<file path="config.mk">
export PLATFORM = sky130hd
export DESIGN_NAME = subframe_dynamic_config_handler
export DESIGN_NICKNAME = d
export VERILOG_FILES = /design/src/logic/sdch_pkg.sv /design/src/logic/subframe_dynamic_config_handler.sv
export SDC_FILE = /design/constraint.sdc
export NUM_CORES = 1
export LEC_CHECK = 0
export ABC_AREA = 1
export BUFFER_PORTS_ARGS = -buffer_cell sky130_fd_sc_hd__buf_2
export CORE_MARGIN = 3
export CORE_UTILIZATION = 50
export DETAILED_ROUTE_END_ITERATION = 10
export PLACE_DENSITY = 0.83
export SLEW_MARGIN = 15
export SYNTH_ARGS = -nofsm -noshare
export SYNTH_HDL_FRONTEND = slang
export SYNTH_SLANG_ARGS = --single-unit
</file>
<file path="constraint.sdc">
create_clock -name clk -period 1.7 [get_ports clk]
set_clock_uncertainty 0.15 [all_clocks]
set_input_delay 0.085 -clock clk [delete_from_list [all_inputs] [get_ports clk]]
set_output_delay 0.085 -clock clk [all_outputs]
set_load 0.01 [all_outputs]
</file>
<file path="src/logic/sdch_pkg.sv">
// Purpose: shared types and constants for the subframe dynamic configuration handler
// Assumes: one clock domain, DMA queues modelled as valid/ready streams
// Notes: configuration word widths are plain defaults
package sdch_pkg;
	localparam int unsigned SUBFRAME_W = 4;
	localparam int unsigned FRAME_W = 10;
	localparam int unsigned CFG_W = 64;
	localparam logic [SUBFRAME_W-1:0] LAST_SUBFRAME = 4'h9;
	localparam logic STRICT_RESET = 1'b0;
	localparam logic [CFG_W-1:0] EMPTY_CFG = 64'h0000000000000000;

	typedef struct packed {
		logic [FRAME_W-1:0] frame;
		logic [SUBFRAME_W-1:0] subframe;
	} timing_notice_t;

	typedef struct packed {
		logic valid;
		logic stale;
		logic [CFG_W-1:0] cfg;
	} encoder_cfg_t;
endpackage

</file>
<file path="src/logic/subframe_dynamic_config_handler.sv">
// Purpose: posts per-subframe timing notices and hands host configurations to the encoders
// Assumes: trigger is a one-cycle pulse from logic on clk; queues use valid/ready
// Notes:
// Notes on behaviour
// - each trigger pushes a timing notice describing the following subframe
// - at the next trigger the queued configuration goes to the encoders
// - strict mode with nothing queued supplies an empty configuration
// - tolerant mode with nothing queued resupplies the last received configuration
// - strict mode comes up off after reset
`timescale 1ns/1ps
`default_nettype none
module subframe_dynamic_config_handler (
	// Clock and reset
	input wire logic clk,
	input wire logic arst_n,
	// Mode control
	input wire logic strict_timing_mode_set,
	input wire logic strict_timing_mode_val,
	// Subframe trigger
	input wire logic subframe_trigger,
	// Timing notice queue, target to host
	output sdch_pkg::timing_notice_t timing_notice_data,
	output logic timing_notice_valid,
	input wire logic timing_notice_ready,
	output logic timing_notice_overflow,
	// Downlink configuration queue, host to target
	input wire logic [sdch_pkg::CFG_W-1:0] downlink_config_data,
	input wire logic downlink_config_valid,
	output logic downlink_config_ready,
	// Encoder side
	output sdch_pkg::encoder_cfg_t encoder_cfg,
	output logic encoder_cfg_strobe,
	output logic strict_timing_mode
);
	// Registered state, one register per concern
	logic strict_ff;
	logic [sdch_pkg::SUBFRAME_W-1:0] sf_ff;
	logic [sdch_pkg::FRAME_W-1:0] fr_ff;
	sdch_pkg::timing_notice_t notice_ff;
	logic notice_vld_ff;
	logic ovf_ff;
	logic cfg_rdy_ff;
	logic [sdch_pkg::CFG_W-1:0] held_ff;
	sdch_pkg::encoder_cfg_t enc_ff;
	logic enc_stb_ff;
	// Next values of the registers above
	logic nxt_strict;
	sdch_pkg::timing_notice_t nxt_pos;
	sdch_pkg::timing_notice_t nxt_notice;
	logic nxt_notice_vld;
	logic [sdch_pkg::CFG_W-1:0] nxt_held;
	sdch_pkg::encoder_cfg_t nxt_enc;
	// Handshake terms
	logic take_cfg;
	logic notice_taken;
	logic notice_lost;

	// Subframe after the given one; the frame number wraps silently at its width
	function automatic sdch_pkg::timing_notice_t step_position(
		input logic [sdch_pkg::FRAME_W-1:0] frame,
		input logic [sdch_pkg::SUBFRAME_W-1:0] subframe
	);
		sdch_pkg::timing_notice_t pos;
		if (subframe == sdch_pkg::LAST_SUBFRAME) begin
			pos.frame = frame + 1'b1;
			pos.subframe = '0;
		end else begin
			pos.frame = frame;
			pos.subframe = subframe + 1'b1;
		end
		return pos;
	endfunction

	// Fresh word first; otherwise the mode picks between empty and the last word
	function automatic sdch_pkg::encoder_cfg_t pick_cfg(
		input logic fresh,
		input logic strict,
		input logic [sdch_pkg::CFG_W-1:0] word,
		input logic [sdch_pkg::CFG_W-1:0] last
	);
		sdch_pkg::encoder_cfg_t sel;
		if (fresh) begin
			sel.valid = 1'b1;
			sel.stale = 1'b0;
			sel.cfg = word;
		end else if (strict) begin
			sel.valid = 1'b0;
			sel.stale = 1'b0;
			sel.cfg = sdch_pkg::EMPTY_CFG;
		end else begin
			sel.valid = 1'b1;
			sel.stale = 1'b1;
			sel.cfg = last;
		end
		return sel;
	endfunction

	assign nxt_pos = step_position(fr_ff, sf_ff);
	// A word is taken only in a trigger cycle, so early words wait in the host queue
	assign take_cfg = subframe_trigger && downlink_config_valid && cfg_rdy_ff;
	assign notice_taken = notice_vld_ff && timing_notice_ready;
	// An untaken notice is overwritten rather than queued; the pulse tells the host
	assign notice_lost = subframe_trigger && notice_vld_ff && !timing_notice_ready;

	always_comb begin
		nxt_strict = strict_ff;
		if (strict_timing_mode_set) begin
			nxt_strict = strict_timing_mode_val;
		end
	end

	always_comb begin
		nxt_notice = notice_ff;
		if (subframe_trigger) begin
			nxt_notice = nxt_pos;
		end
	end

	// A new notice wins over the host taking the old one in the same cycle
	always_comb begin
		nxt_notice_vld = notice_vld_ff;
		if (subframe_trigger) begin
			nxt_notice_vld = 1'b1;
		end else if (notice_taken) begin
			nxt_notice_vld = 1'b0;
		end
	end

	always_comb begin
		nxt_held = held_ff;
		if (take_cfg) begin
			nxt_held = downlink_config_data;
		end
	end

	always_comb begin
		nxt_enc = enc_ff;
		if (subframe_trigger) begin
			nxt_enc = pick_cfg(take_cfg, strict_ff, downlink_config_data, held_ff);
		end
	end

	always_ff @(posedge clk or negedge arst_n) begin
		if (!arst_n) begin
			strict_ff <= sdch_pkg::STRICT_RESET;
		end else begin
			strict_ff <= nxt_strict;
		end
	end

	always_ff @(posedge clk or negedge arst_n) begin
		if (!arst_n) begin
			sf_ff <= '0;
		end else if (subframe_trigger) begin
			sf_ff <= nxt_pos.subframe;
		end
	end

	always_ff @(posedge clk or negedge arst_n) begin
		if (!arst_n) begin
			fr_ff <= '0;
		end else if (subframe_trigger) begin
			fr_ff <= nxt_pos.frame;
		end
	end

	always_ff @(posedge clk or negedge arst_n) begin
		if (!arst_n) begin
			notice_ff <= '0;
		end else begin
			notice_ff <= nxt_notice;
		end
	end

	always_ff @(posedge clk or negedge arst_n) begin
		if (!arst_n) begin
			notice_vld_ff <= 1'b0;
		end else begin
			notice_vld_ff <= nxt_notice_vld;
		end
	end

	always_ff @(posedge clk or negedge arst_n) begin
		if (!arst_n) begin
			ovf_ff <= 1'b0;
		end else begin
			ovf_ff <= notice_lost;
		end
	end

	// Ready is registered high so the trigger alone gates acceptance
	always_ff @(posedge clk or negedge arst_n) begin
		if (!arst_n) begin
			cfg_rdy_ff <= 1'b0;
		end else begin
			cfg_rdy_ff <= 1'b1;
		end
	end

	always_ff @(posedge clk or negedge arst_n) begin
		if (!arst_n) begin
			held_ff <= sdch_pkg::EMPTY_CFG;
		end else begin
			held_ff <= nxt_held;
		end
	end

	always_ff @(posedge clk or negedge arst_n) begin
		if (!arst_n) begin
			enc_ff <= '0;
		end else begin
			enc_ff <= nxt_enc;
		end
	end

	always_ff @(posedge clk or negedge arst_n) begin
		if (!arst_n) begin
			enc_stb_ff <= 1'b0;
		end else begin
			enc_stb_ff <= subframe_trigger;
		end
	end

	assign timing_notice_data = notice_ff;
	assign timing_notice_valid = notice_vld_ff;
	assign timing_notice_overflow = ovf_ff;
	assign downlink_config_ready = cfg_rdy_ff && subframe_trigger;
	assign encoder_cfg = enc_ff;
	assign encoder_cfg_strobe = enc_stb_ff;
	assign strict_timing_mode = strict_ff;
endmodule
`default_nettype wire

</file>
==> results.yml, run 1 <==
setup_path:
  largest_delay_share_family_worst_path: "buffers and inverters"
  crit-reg2reg-capture: "encoder_cfg[10]"
  required_time_of_the_critical_path_ps: 1870
  worst-path-buf-inv: 4
  kind_of_end_point_of_the_critical_path: "register"
  reg2regPathDepth: 6
  path_common_cell: "nand2_1"
  worst-path-max-fanout: 37
  worstPathCellList: "dlygate4sd3_1 -> buf_2 -> nand2_1 -> inv_2 -> nand2_2 -> buf_4 -> nand2_1 -> o211ai_1"
  crit_path_launch_type: "primary input"
  regToRegStartpoint: "cfg_rdy_ff"
  timing.critical_path.slowest_stage_cell: "dlygate4sd3_1"
  crit_type: "primary input to register"
  crit_arrival_ps: 1730
  cpPeakStageDelay_ps: 540
  rrSetupSlack_ps: 160
synth:
  yosys.cell_types.count: 25
  synth_top_area_share: 0.641
  synth.cell_area_sq_um: 5820
  netlist_top_cells_area: "dfrtp_1 (64%), nand2_1 (18%), o211ai_1 (7.5%)"
  synthesis.instances: 586
  synth_fp_nets: 658
  synth_seq_cells: 149
  synthDominantAreaCellType: "dfrtp_1"
  yosysSeqAreaShare: 0.641
  yosysWarnings: 0
  syn_area_per_cell_sq_um: 9.93
sta:
  timing.final.crit_share: 0.918
  rsz0062_at_grt: "no"
  finalSetupTns_ps: 0
  final_hold_vio_count: 0
  timing.final.crit_period_ps: 1560
  timing.final.setup_violations: 0
  drv_slew: 0
  fmax_mhz: 641
layout:
  drive_gt1_frac: 0.252
  insertedDiodeCount: 0
  num-nets-final: 887
  layout.cells.non_filler: 968
  total_of_fill_cells_in_the_finished_design: 739
  syn_to_final_growth_pct: 37.6
drt:
  drtAntennaViolNets: 0
  num_vias: 5078
  drt-vias-per-instance: 5.25
  detail_route.wirelength_um: 15400
  post-route-drc-count: 0
  route.detailed.wl_per_inst_um: 16.0
  first_iter_violations: 456
  drt_pre_antenna_iters: 5
floorplanning:
  core-area_sq_um: 11100
  fp.dieH_um: 114
  floorplan.io_pins: 156
  design.die.area_sq_um: 13000
  floorplan.rows: 38
  chipWidth_um: 114
  floorplan.initialDensity: 0.523
cts:
  tritoncts.num_buffers: 17
  tritoncts: "yes"
  clk_transition_reported_paths_ps: 60
  clock_tree_sinks: 149
  clock_tree_root_driver_cell: "clkbuf_16"
  insertion_delay_ps: 420
  cts_htree_levels: 4
  clk_path_buf_depth: 2
placed_design:
  cell_count_post_placement: 865
  port_buffers: 155
  place_congestion: 0.844
  dp.final_hpwl_um: 9340
grt:
  first_global_vias: 5132
  grt_antenna_before_repair: 0
  largest_net_degree_at_the_start_of_global_routing: 48
  grt_pass1_wl_um: 24900
  global_route.overflow_total: 0
  grt.total_usage: 0.247
power:
  power_density_nw_per_um2: 1210
  static-leakage-power_nw: 4.22
  max-vdd-ir-drop_mv: 0.945
hold_path:
  min_from: "downlink_config_valid"
  worst_hold_path.endpoint: "held_ff[63]"
  holdPathStages: 5
  hold_path_class: "primary input to register"
flow_run:
  number_of_max_capacitance_violations_reported: 0
outcome:
  status: "complete, no violations"
[kinds of logic after synthesis]
group | Yosys count | share of synthesized area
AND/OR/NAND/NOR | 309 | 0.204
flip-flops | 149 | 0.641
AO/OA/AOI/OAI | 71 | 0.0944
buffers and inverters | 48 | 0.0475
XOR/XNOR | 7 | 0.0105
adder cells (fa/ha/maj) | 1 | 0.00215
other | 1 | 0.000644
[worst max-delay path by stage]
| stage | from | endpoint | slack [ps] | cells past startpoint |
|---|---|---|---|---|
| after floorplan | timing_notice_data[4] | timing_notice_data[12] | 330 | 8 |
| after global placement | cfg_rdy_ff | encoder_cfg[57] | 290 | 6 |
| after detailed placement | cfg_rdy_ff | encoder_cfg[3] | 220 | 6 |
| after CTS | cfg_rdy_ff | encoder_cfg[34] | 180 | 6 |
| after global routing | timing_notice_data[4] | timing_notice_data[12] | 30 | 8 |
| final | subframe_trigger | encoder_cfg[10] | 140 | 8 |
[stage by stage]
step                       util  hold slack, ps  total power, mW  instance area [sq um]  setup slack [ps]
after floorplan               -            -361             5.25                   5820               331
after global placement    0.605            -143             5.88                   6730               285
after detailed placement  0.605            -135             5.97                   6730               218
after CTS                 0.720            16.4             9.71                   8010               183
after global routing      0.720            44.0             10.1                   8010              31.6
final                     0.720            29.5             9.67                   8010               140
[layout by cell type, fill, tap and decap left out, types with 2 or more instances in the layout]
master and count:
inv_1 16, clkinv_2 6, nand2_2 2, buf_12 5
nand3_1 8, nor3_1 3, xnor2_1 4, buf_2 154
o211ai_2 6, xor2_1 3, clkbuf_8 2, clkinvlp_4 2
buf_4 7, nand4_1 2, nor2_1 9, nand2_1 284
bufinv_16 2, o211ai_1 58, a21oi_1 2, inv_2 4
clkbuf_16 17, clkbuf_1 3, dfrtp_1 149, dlygate4sd3_1 71
o21ai_0 3
[area by class of cell]
type | count | area [sq um] | area share
Sequential cell | 149 | 3730 | 0.465
Inverter | 20 | 75.1 | 0.00937
Multi-Input combinational cell | 389 | 1820 | 0.227
Clock inverter | 10 | 105 | 0.0131
Timing Repair Buffer | 238 | 1650 | 0.205
Clock buffer | 22 | 464 | 0.0579
Tap cell | 140 | 175 | 0.0219
[power breakdown]
group	switching, mW	internal (mW)	leakage (nW)
registers	0.301	4.10	1.89
clock network	1.38	2.22	0.279
logic	0.952	0.712	2.06
[routing by layer]
| layer | track usage | vias up | part of all wire |
|---|---|---|---|
| li1 | - | 2353 | - |
| met1 | 0.299 | 2464 | 0.41 |
| met4 | 0.108 | 0 | 0.023 |
| met3 | 0.0621 | 36 | 0.060 |
| met5 | 0 | - | 0 |
| met2 | 0.421 | 225 | 0.51 |
[worst reg2reg max path, cell delays in order (launching register included)]
cell	delay, ps
dfrtp_1	360
nand2_1	70
inv_2	40
nand2_2	70
buf_4	360
nand2_1	150
o211ai_1	240
[registers in the layout, indices dropped and copies added (netlist names)]
| register | flops |
|---|---|
| strict_timing_mode | 1 |
| timing_notice_overflow | 1 |
| timing_notice_valid | 1 |
| cfg_rdy_ff | 1 |
| held_ff | 64 |
| encoder_cfg_strobe | 1 |
| timing_notice_data | 14 |
| encoder_cfg | 66 |
[cell usage after synthesis (all sizes together)]
library cell / n
nand2: 286
dfrtp: 149
o211ai: 64
buf: 22
inv: 20
nor2: 10
nand3: 8
clkbuf: 6
xnor2: 4
nor3: 3
o21ai: 3
xor2: 3
a21oi: 2
nand4: 2
a31oi: 1
conb: 1
ha: 1
o21bai: 1
[what timing repair did]
action	in CTS	in global routing
hold buffers	71	0
buffers inserted	0	0
gates resized for setup	0	0
hold endpoints to repair	283	0
No activity file was read; power rests on OpenSTA's default activity.
==> run 2, diff against run 1 <==
==> constraint.sdc (replaced) <==
create_clock -name clk -period 1.9 [get_ports clk]
set_clock_uncertainty 0.15 [all_clocks]
set_input_delay 0.095 -clock clk [delete_from_list [all_inputs] [get_ports clk]]
set_output_delay 0.095 -clock clk [all_outputs]
set_load 0.01 [all_outputs]
==> results.yml, run 2 (synthesis gave the netlist of run 1 again) <==
power:
  design_power_total_mw: 9.04
  clockPowerShare: 0.400
  pwr-share-comb: 0.164
  swShare: 0.262
  max-vdd-ir-drop_mv: 0.772
  share_seq_of_total_power: 0.436
  cell_internal_pwr_mw: 6.68
  netSwitchingPower_mw: 2.37
  power_density_nw_per_um2: 1120
  static-leakage-power_nw: 4.25
cts:
  clk_transition_reported_paths_ps: 60
  clock_tree_sinks: 149
  tritoncts: "yes"
  cts_htree_levels: 4
  insertion_delay_ps: 410
  cts_hold_buf: 70
  clock_tree_root_driver_cell: "clkbuf_16"
  tritoncts.num_buffers: 17
  clk_path_buf_depth: 2
  post_cts_resize_count: 0
  postCtsSetupBuffers: 0
layout:
  layout.cells.non_filler: 964
  most_common_cell_after_layout_fill_and_taps_aside: "nand2_1"
  total_of_fill_cells_in_the_finished_design: 759
  syn_to_final_growth_pct: 38.4
  drive_gt1_frac: 0.252
  largest_reg_flops: 66
  insertedDiodeCount: 0
  final_cell_mix: "nand2_1 (284), buf_2 (154), dfrtp_1 (149), dlygate4sd3_1 (70), o211ai_1 (58)"
  num-nets-final: 884
floorplanning:
  design.die.area_sq_um: 13000
  fp.dieH_um: 114
  floorplan.initialDensity: 0.523
  core-area_sq_um: 11100
  chipWidth_um: 114
  floorplan.rows: 38
  floorplan.io_pins: 156
flow_run:
  number_of_max_capacitance_violations_reported: 0
placed_design:
  port_buffers: 155
  cell_count_post_placement: 863
  detailedPlace.worstSlack_ps: 404
  place_congestion: 0.847
  dp.final_hpwl_um: 9490
setup_path:
  kind_of_end_point_of_the_critical_path: "register"
  required_time_of_the_critical_path_ps: 2080
  crit_arrival_ps: 1750
  timing.critical_path.slowest_stage_cell: "dlygate4sd3_1"
  worst-path-max-fanout: 24
  cpPeakStageDelay_ps: 540
  crit_path_launch_type: "primary input"
  worstPathCellList: "dlygate4sd3_1 -> buf_2 -> nand2_1 -> inv_2 -> nand2_2 -> inv_2 -> buf_4 -> nand2_1 -> o211ai_1"
  crit_type: "primary input to register"
drt:
  drt-vias-per-instance: 5.27
  post-route-drc-count: 0
  route.detailed.wl_per_inst_um: 15.9
  first_iter_violations: 470
  drt_pre_antenna_iters: 5
  num_vias: 5085
  detail_route.wirelength_um: 15300
  drtAntennaViolNets: 0
sta:
  finalSetupTns_ps: 0
  drv_slew: 0
  timing.hold.ws_ps: 21.6
  timing.final.crit_period_ps: 1570
  setup_ws_ps: 330
  fmax_mhz: 637
  final_hold_vio_count: 0
  rsz0062_at_grt: "no"
  maxSlewHeadroom: 0.663
  tightestPinTransition_ps: 506
  timing.final.setup_violations: 0
  timing.final.crit_share: 0.826
grt:
  grt_antenna_before_repair: 0
  grt.total_usage: 0.250
  first_global_vias: 5277
  grt_pass1_wl_um: 25300
  global_route.overflow_total: 0
  largest_net_degree_at_the_start_of_global_routing: 56
hold_path:
  hold_path_class: "primary input to asynchronous set/reset pin"
outcome:
  status: "complete, no violations"
==> run 2: cell types whose count changed in the layout (fill, tap and decap cells not counted), sizes merged <==
cell	change
clkinvlp	-2
clkbuf	-2
dlygate4sd3	-1
buf	-2
bufinv	+3
==> run 2: critical path, delay by kind of cell <==
family	cells	cell delay, ps
AOI/OAI and AO/OA	1	110
and+or+nand+nor	3	340
buffers and inverters	5	1190
==> run 2: stage by stage <==
step	utilization	area [sq um]
after floorplan	-	5820
after global placement	0.604	6720
after detailed placement	0.604	6720
after CTS	0.724	8050
after global routing	0.724	8050
final	0.724	8050
==> run 2: power groups by stage <==
stage          Combinational (mW)  Clock (mW)  Sequential (mW)
2_1_floorplan               0.634           0             4.07
3_3_place_gp                 1.30           0             3.96
3_5_place_dp                 1.37           0             3.98
4_1_cts                      1.49        3.68             3.93
5_1_grt                      1.65        3.83             3.99
6_report                     1.48        3.62             3.94
==> run 2: area by class of cell <==
cell class,count,area [sq um],area share
tap,140,175,0.0217
inverter,20,75.1,0.00932
sequential,149,3730,0.463
timing repair buffer,235,1620,0.201
clock inverter,11,180,0.0224
multi-input combinational,389,1820,0.226
clock buffer,20,457,0.0567
==> run 2: per-layer routing <==
metal  up-vias  wire (um)  global-route usage
li1       2353          -                   -
met1      2443       5980               0.298
met5         -          0                   0
met2       241       7690               0.422
met3        48       1140              0.0626
met4         0        518               0.122
==> run 2: final timing paths <==
kind | startpoint | endpoint | slack [ps] | depth (start not counted)
setup reg to reg | timing_notice_data[2] | timing_notice_data[7] | 380 | 6
max in group asynchronous | arst_n | held_ff[45] | 930 | 3
hold reg to reg | held_ff[43] | held_ff[43] | 320 | 2
hold / removal | arst_n | encoder_cfg[11] | 20 | 2
min in group clk | downlink_config_data[52] | held_ff[52] | 280 | 4
setup / recovery | subframe_trigger | encoder_cfg[25] | 330 | 9
==> run 3, diff against run 2 <==
--- a/config.mk
+++ b/config.mk
@@ -8,9 +8,9 @@
 export ABC_AREA = 1
 export BUFFER_PORTS_ARGS = -buffer_cell sky130_fd_sc_hd__buf_2
 export CORE_MARGIN = 3
-export CORE_UTILIZATION = 50
+export CORE_UTILIZATION = 47
 export DETAILED_ROUTE_END_ITERATION = 10
-export PLACE_DENSITY = 0.83
+export PLACE_DENSITY = 0.82
 export SLEW_MARGIN = 15
 export SYNTH_ARGS = -nofsm -noshare
 export SYNTH_HDL_FRONTEND = slang
==> constraint.sdc (replaced) <==
create_clock -name clk -period 1.35 [get_ports clk]
set_clock_uncertainty 0.15 [all_clocks]
set_input_delay 0.0675 -clock clk [delete_from_list [all_inputs] [get_ports clk]]
set_output_delay 0.0675 -clock clk [all_outputs]
set_load 0.01 [all_outputs]
==> results.yml, run 3 (synthesis gave the netlist of run 1 again) <==
sta:
  finalSetupTns_ps: -473
  setup_ws_ps: -109
  final_hold_vio_count: 2
  drv_slew: 0
  timing.final.crit_period_ps: 1460
  timing.hold.ws_ps: -108
  timing.final.setup_violations: 12
  rsz0062_at_grt: "yes"
  timing.final.crit_share: 1.08
  fmax_mhz: 685
cts:
  clock_tree_root_driver_cell: "clkbuf_16"
  cts_hold_buf: 70
  tritoncts: "yes"
  clk_path_buf_depth: 2
  tritoncts.num_buffers: 17
  clk_transition_reported_paths_ps: 60
  cts_htree_levels: 4
  clock_tree_sinks: 149
  insertion_delay_ps: 410
grt:
  largest_net_degree_at_the_start_of_global_routing: 48
  grt_pass1_wl_um: 25200
  grt.total_usage: 0.241
  first_global_vias: 5236
  grt_antenna_before_repair: 0
  global_route.overflow_total: 0
floorplanning:
  chipWidth_um: 117
  core-area_sq_um: 12100
  floorplan.io_pins: 156
  design.die.area_sq_um: 13800
  floorplan.rows: 40
  floorplan.initialDensity: 0.483
  fp.dieH_um: 117
layout:
  insertedDiodeCount: 0
  drive_gt1_frac: 0.355
  final_cell_mix: "nand2_1 (239), buf_2 (151), dfrtp_1 (146), dlygate4sd3_1 (70), o211ai_1 (58)"
  layout.cells.non_filler: 1027
  syn_to_final_growth_pct: 51.6
  largest_reg_flops: 66
  final_core_util: 0.732
  most_common_cell_after_layout_fill_and_taps_aside: "nand2_1"
  total_of_fill_cells_in_the_finished_design: 784
  num-nets-final: 919
drt:
  detail_route.wirelength.met1_um: 6720
  route.detailed.wl_per_inst_um: 17.0
  post-route-drc-count: 0
  drtAntennaViolNets: 0
  first_iter_violations: 343
  drt-vias-per-instance: 5.05
  dr.max_layer_used: "met4"
  detail_route.wirelength_um: 17500
  num_vias: 5182
  drt_pre_antenna_iters: 5
  wl_met2_um: 9160
  wl_met3_um: 1100
hold_path:
  min_from: "subframe_trigger"
  hold_path_class: "primary input to register"
  holdPathStages: 2
  worst_hold_path.endpoint: "encoder_cfg_strobe"
power:
  power_density_nw_per_um2: 1560
  static-leakage-power_nw: 4.55
  design_power_total_mw: 13.7
  max-vdd-ir-drop_mv: 1.09
setup_path:
  rrSetupSlack_ps: -110
  kind_of_end_point_of_the_critical_path: "register"
  reg2regPathDepth: 8
  regToRegStartpoint: "timing_notice_data[5]"
  crit-reg2reg-capture: "timing_notice_data[12]"
  crit_path_launch_type: "register"
  crit_type: "register to register"
  crit_arrival_ps: 1620
  worst-path-max-fanout: 4
  required_time_of_the_critical_path_ps: 1510
flow_run:
  number_of_max_capacitance_violations_reported: 0
outcome:
  status: "complete, but fails checks"
  failed_checks: "negative hold slack, negative setup slack"
placed_design:
  port_buffers: 155
  cell_count_post_placement: 910
  dp.final_hpwl_um: 9180
  place_congestion: 0.776
run 3: cell type report:
type                    instances  area (sq um)  area share
well taps                     168           210      0.0238
multi-input cells             390          2030       0.230
clock buffers                  22           494      0.0560
flip-flops and latches        149          3730       0.423
repair buffers                269          2080       0.236
inverters                      20          82.6     0.00936
clock inverters                 9           195      0.0221
run 3: worst max-delay path by stage:
| stage | from | cells past startpoint | slack [ps] | endpoint |
|---|---|---|---|---|
| final | timing_notice_data[5] | 8 | -110 | timing_notice_data[12] |
| after global placement | timing_notice_data[6] | 7 | 40 | timing_notice_data[13] |
| after floorplan | timing_notice_data[1] | 6 | 5 | timing_notice_data[7] |
| after CTS | timing_notice_data[5] | 8 | -30 | timing_notice_data[12] |
| after detailed placement | cfg_rdy_ff | 6 | -50 | encoder_cfg[43] |
| after global routing | timing_notice_data[5] | 8 | -160 | timing_notice_data[13] |
run 3: layer usage:
layer	global-route usage	vias to the layer above
met2	0.415	238
met4	0.0833	0
met5	0	-
met3	0.0638	45
met1	0.293	2478
li1	-	2421
run 3: through the flow:
step           setup slack, ps  cell area [sq um]
6_report                  -109               8830
5_1_grt                   -159               8830
4_1_cts                  -27.1               8520
3_5_place_dp             -52.1               6970
3_3_place_gp              37.2               6970
2_1_floorplan             5.40               5830
run 3: repair_timing:
item                                   in CTS  in global routing
gates cloned                                3                  5
gates resized for setup                    20                 65
endpoints found under the hold margin     283                  2
pin swaps                                   6                 15
setup buffers                               3                  6
setup endpoints to repair                  59                134
run 3: critical path, cell delays in order (launching register included):
cell     delay, ps
dfrtp_1        420
ha_2           230
nand2_2         70
nor2_4         130
nand3_2         90
nand2_1         70
nand2_1         50
nand3_1         70
nand2_1         50
run 3: report_power, final:
part | leakage [nW] | internal, mW | switching, mW
clock network | 0.342 | 3.69 | 1.71
registers | 1.88 | 5.17 | 0.369
logic | 2.33 | 1.31 | 1.50
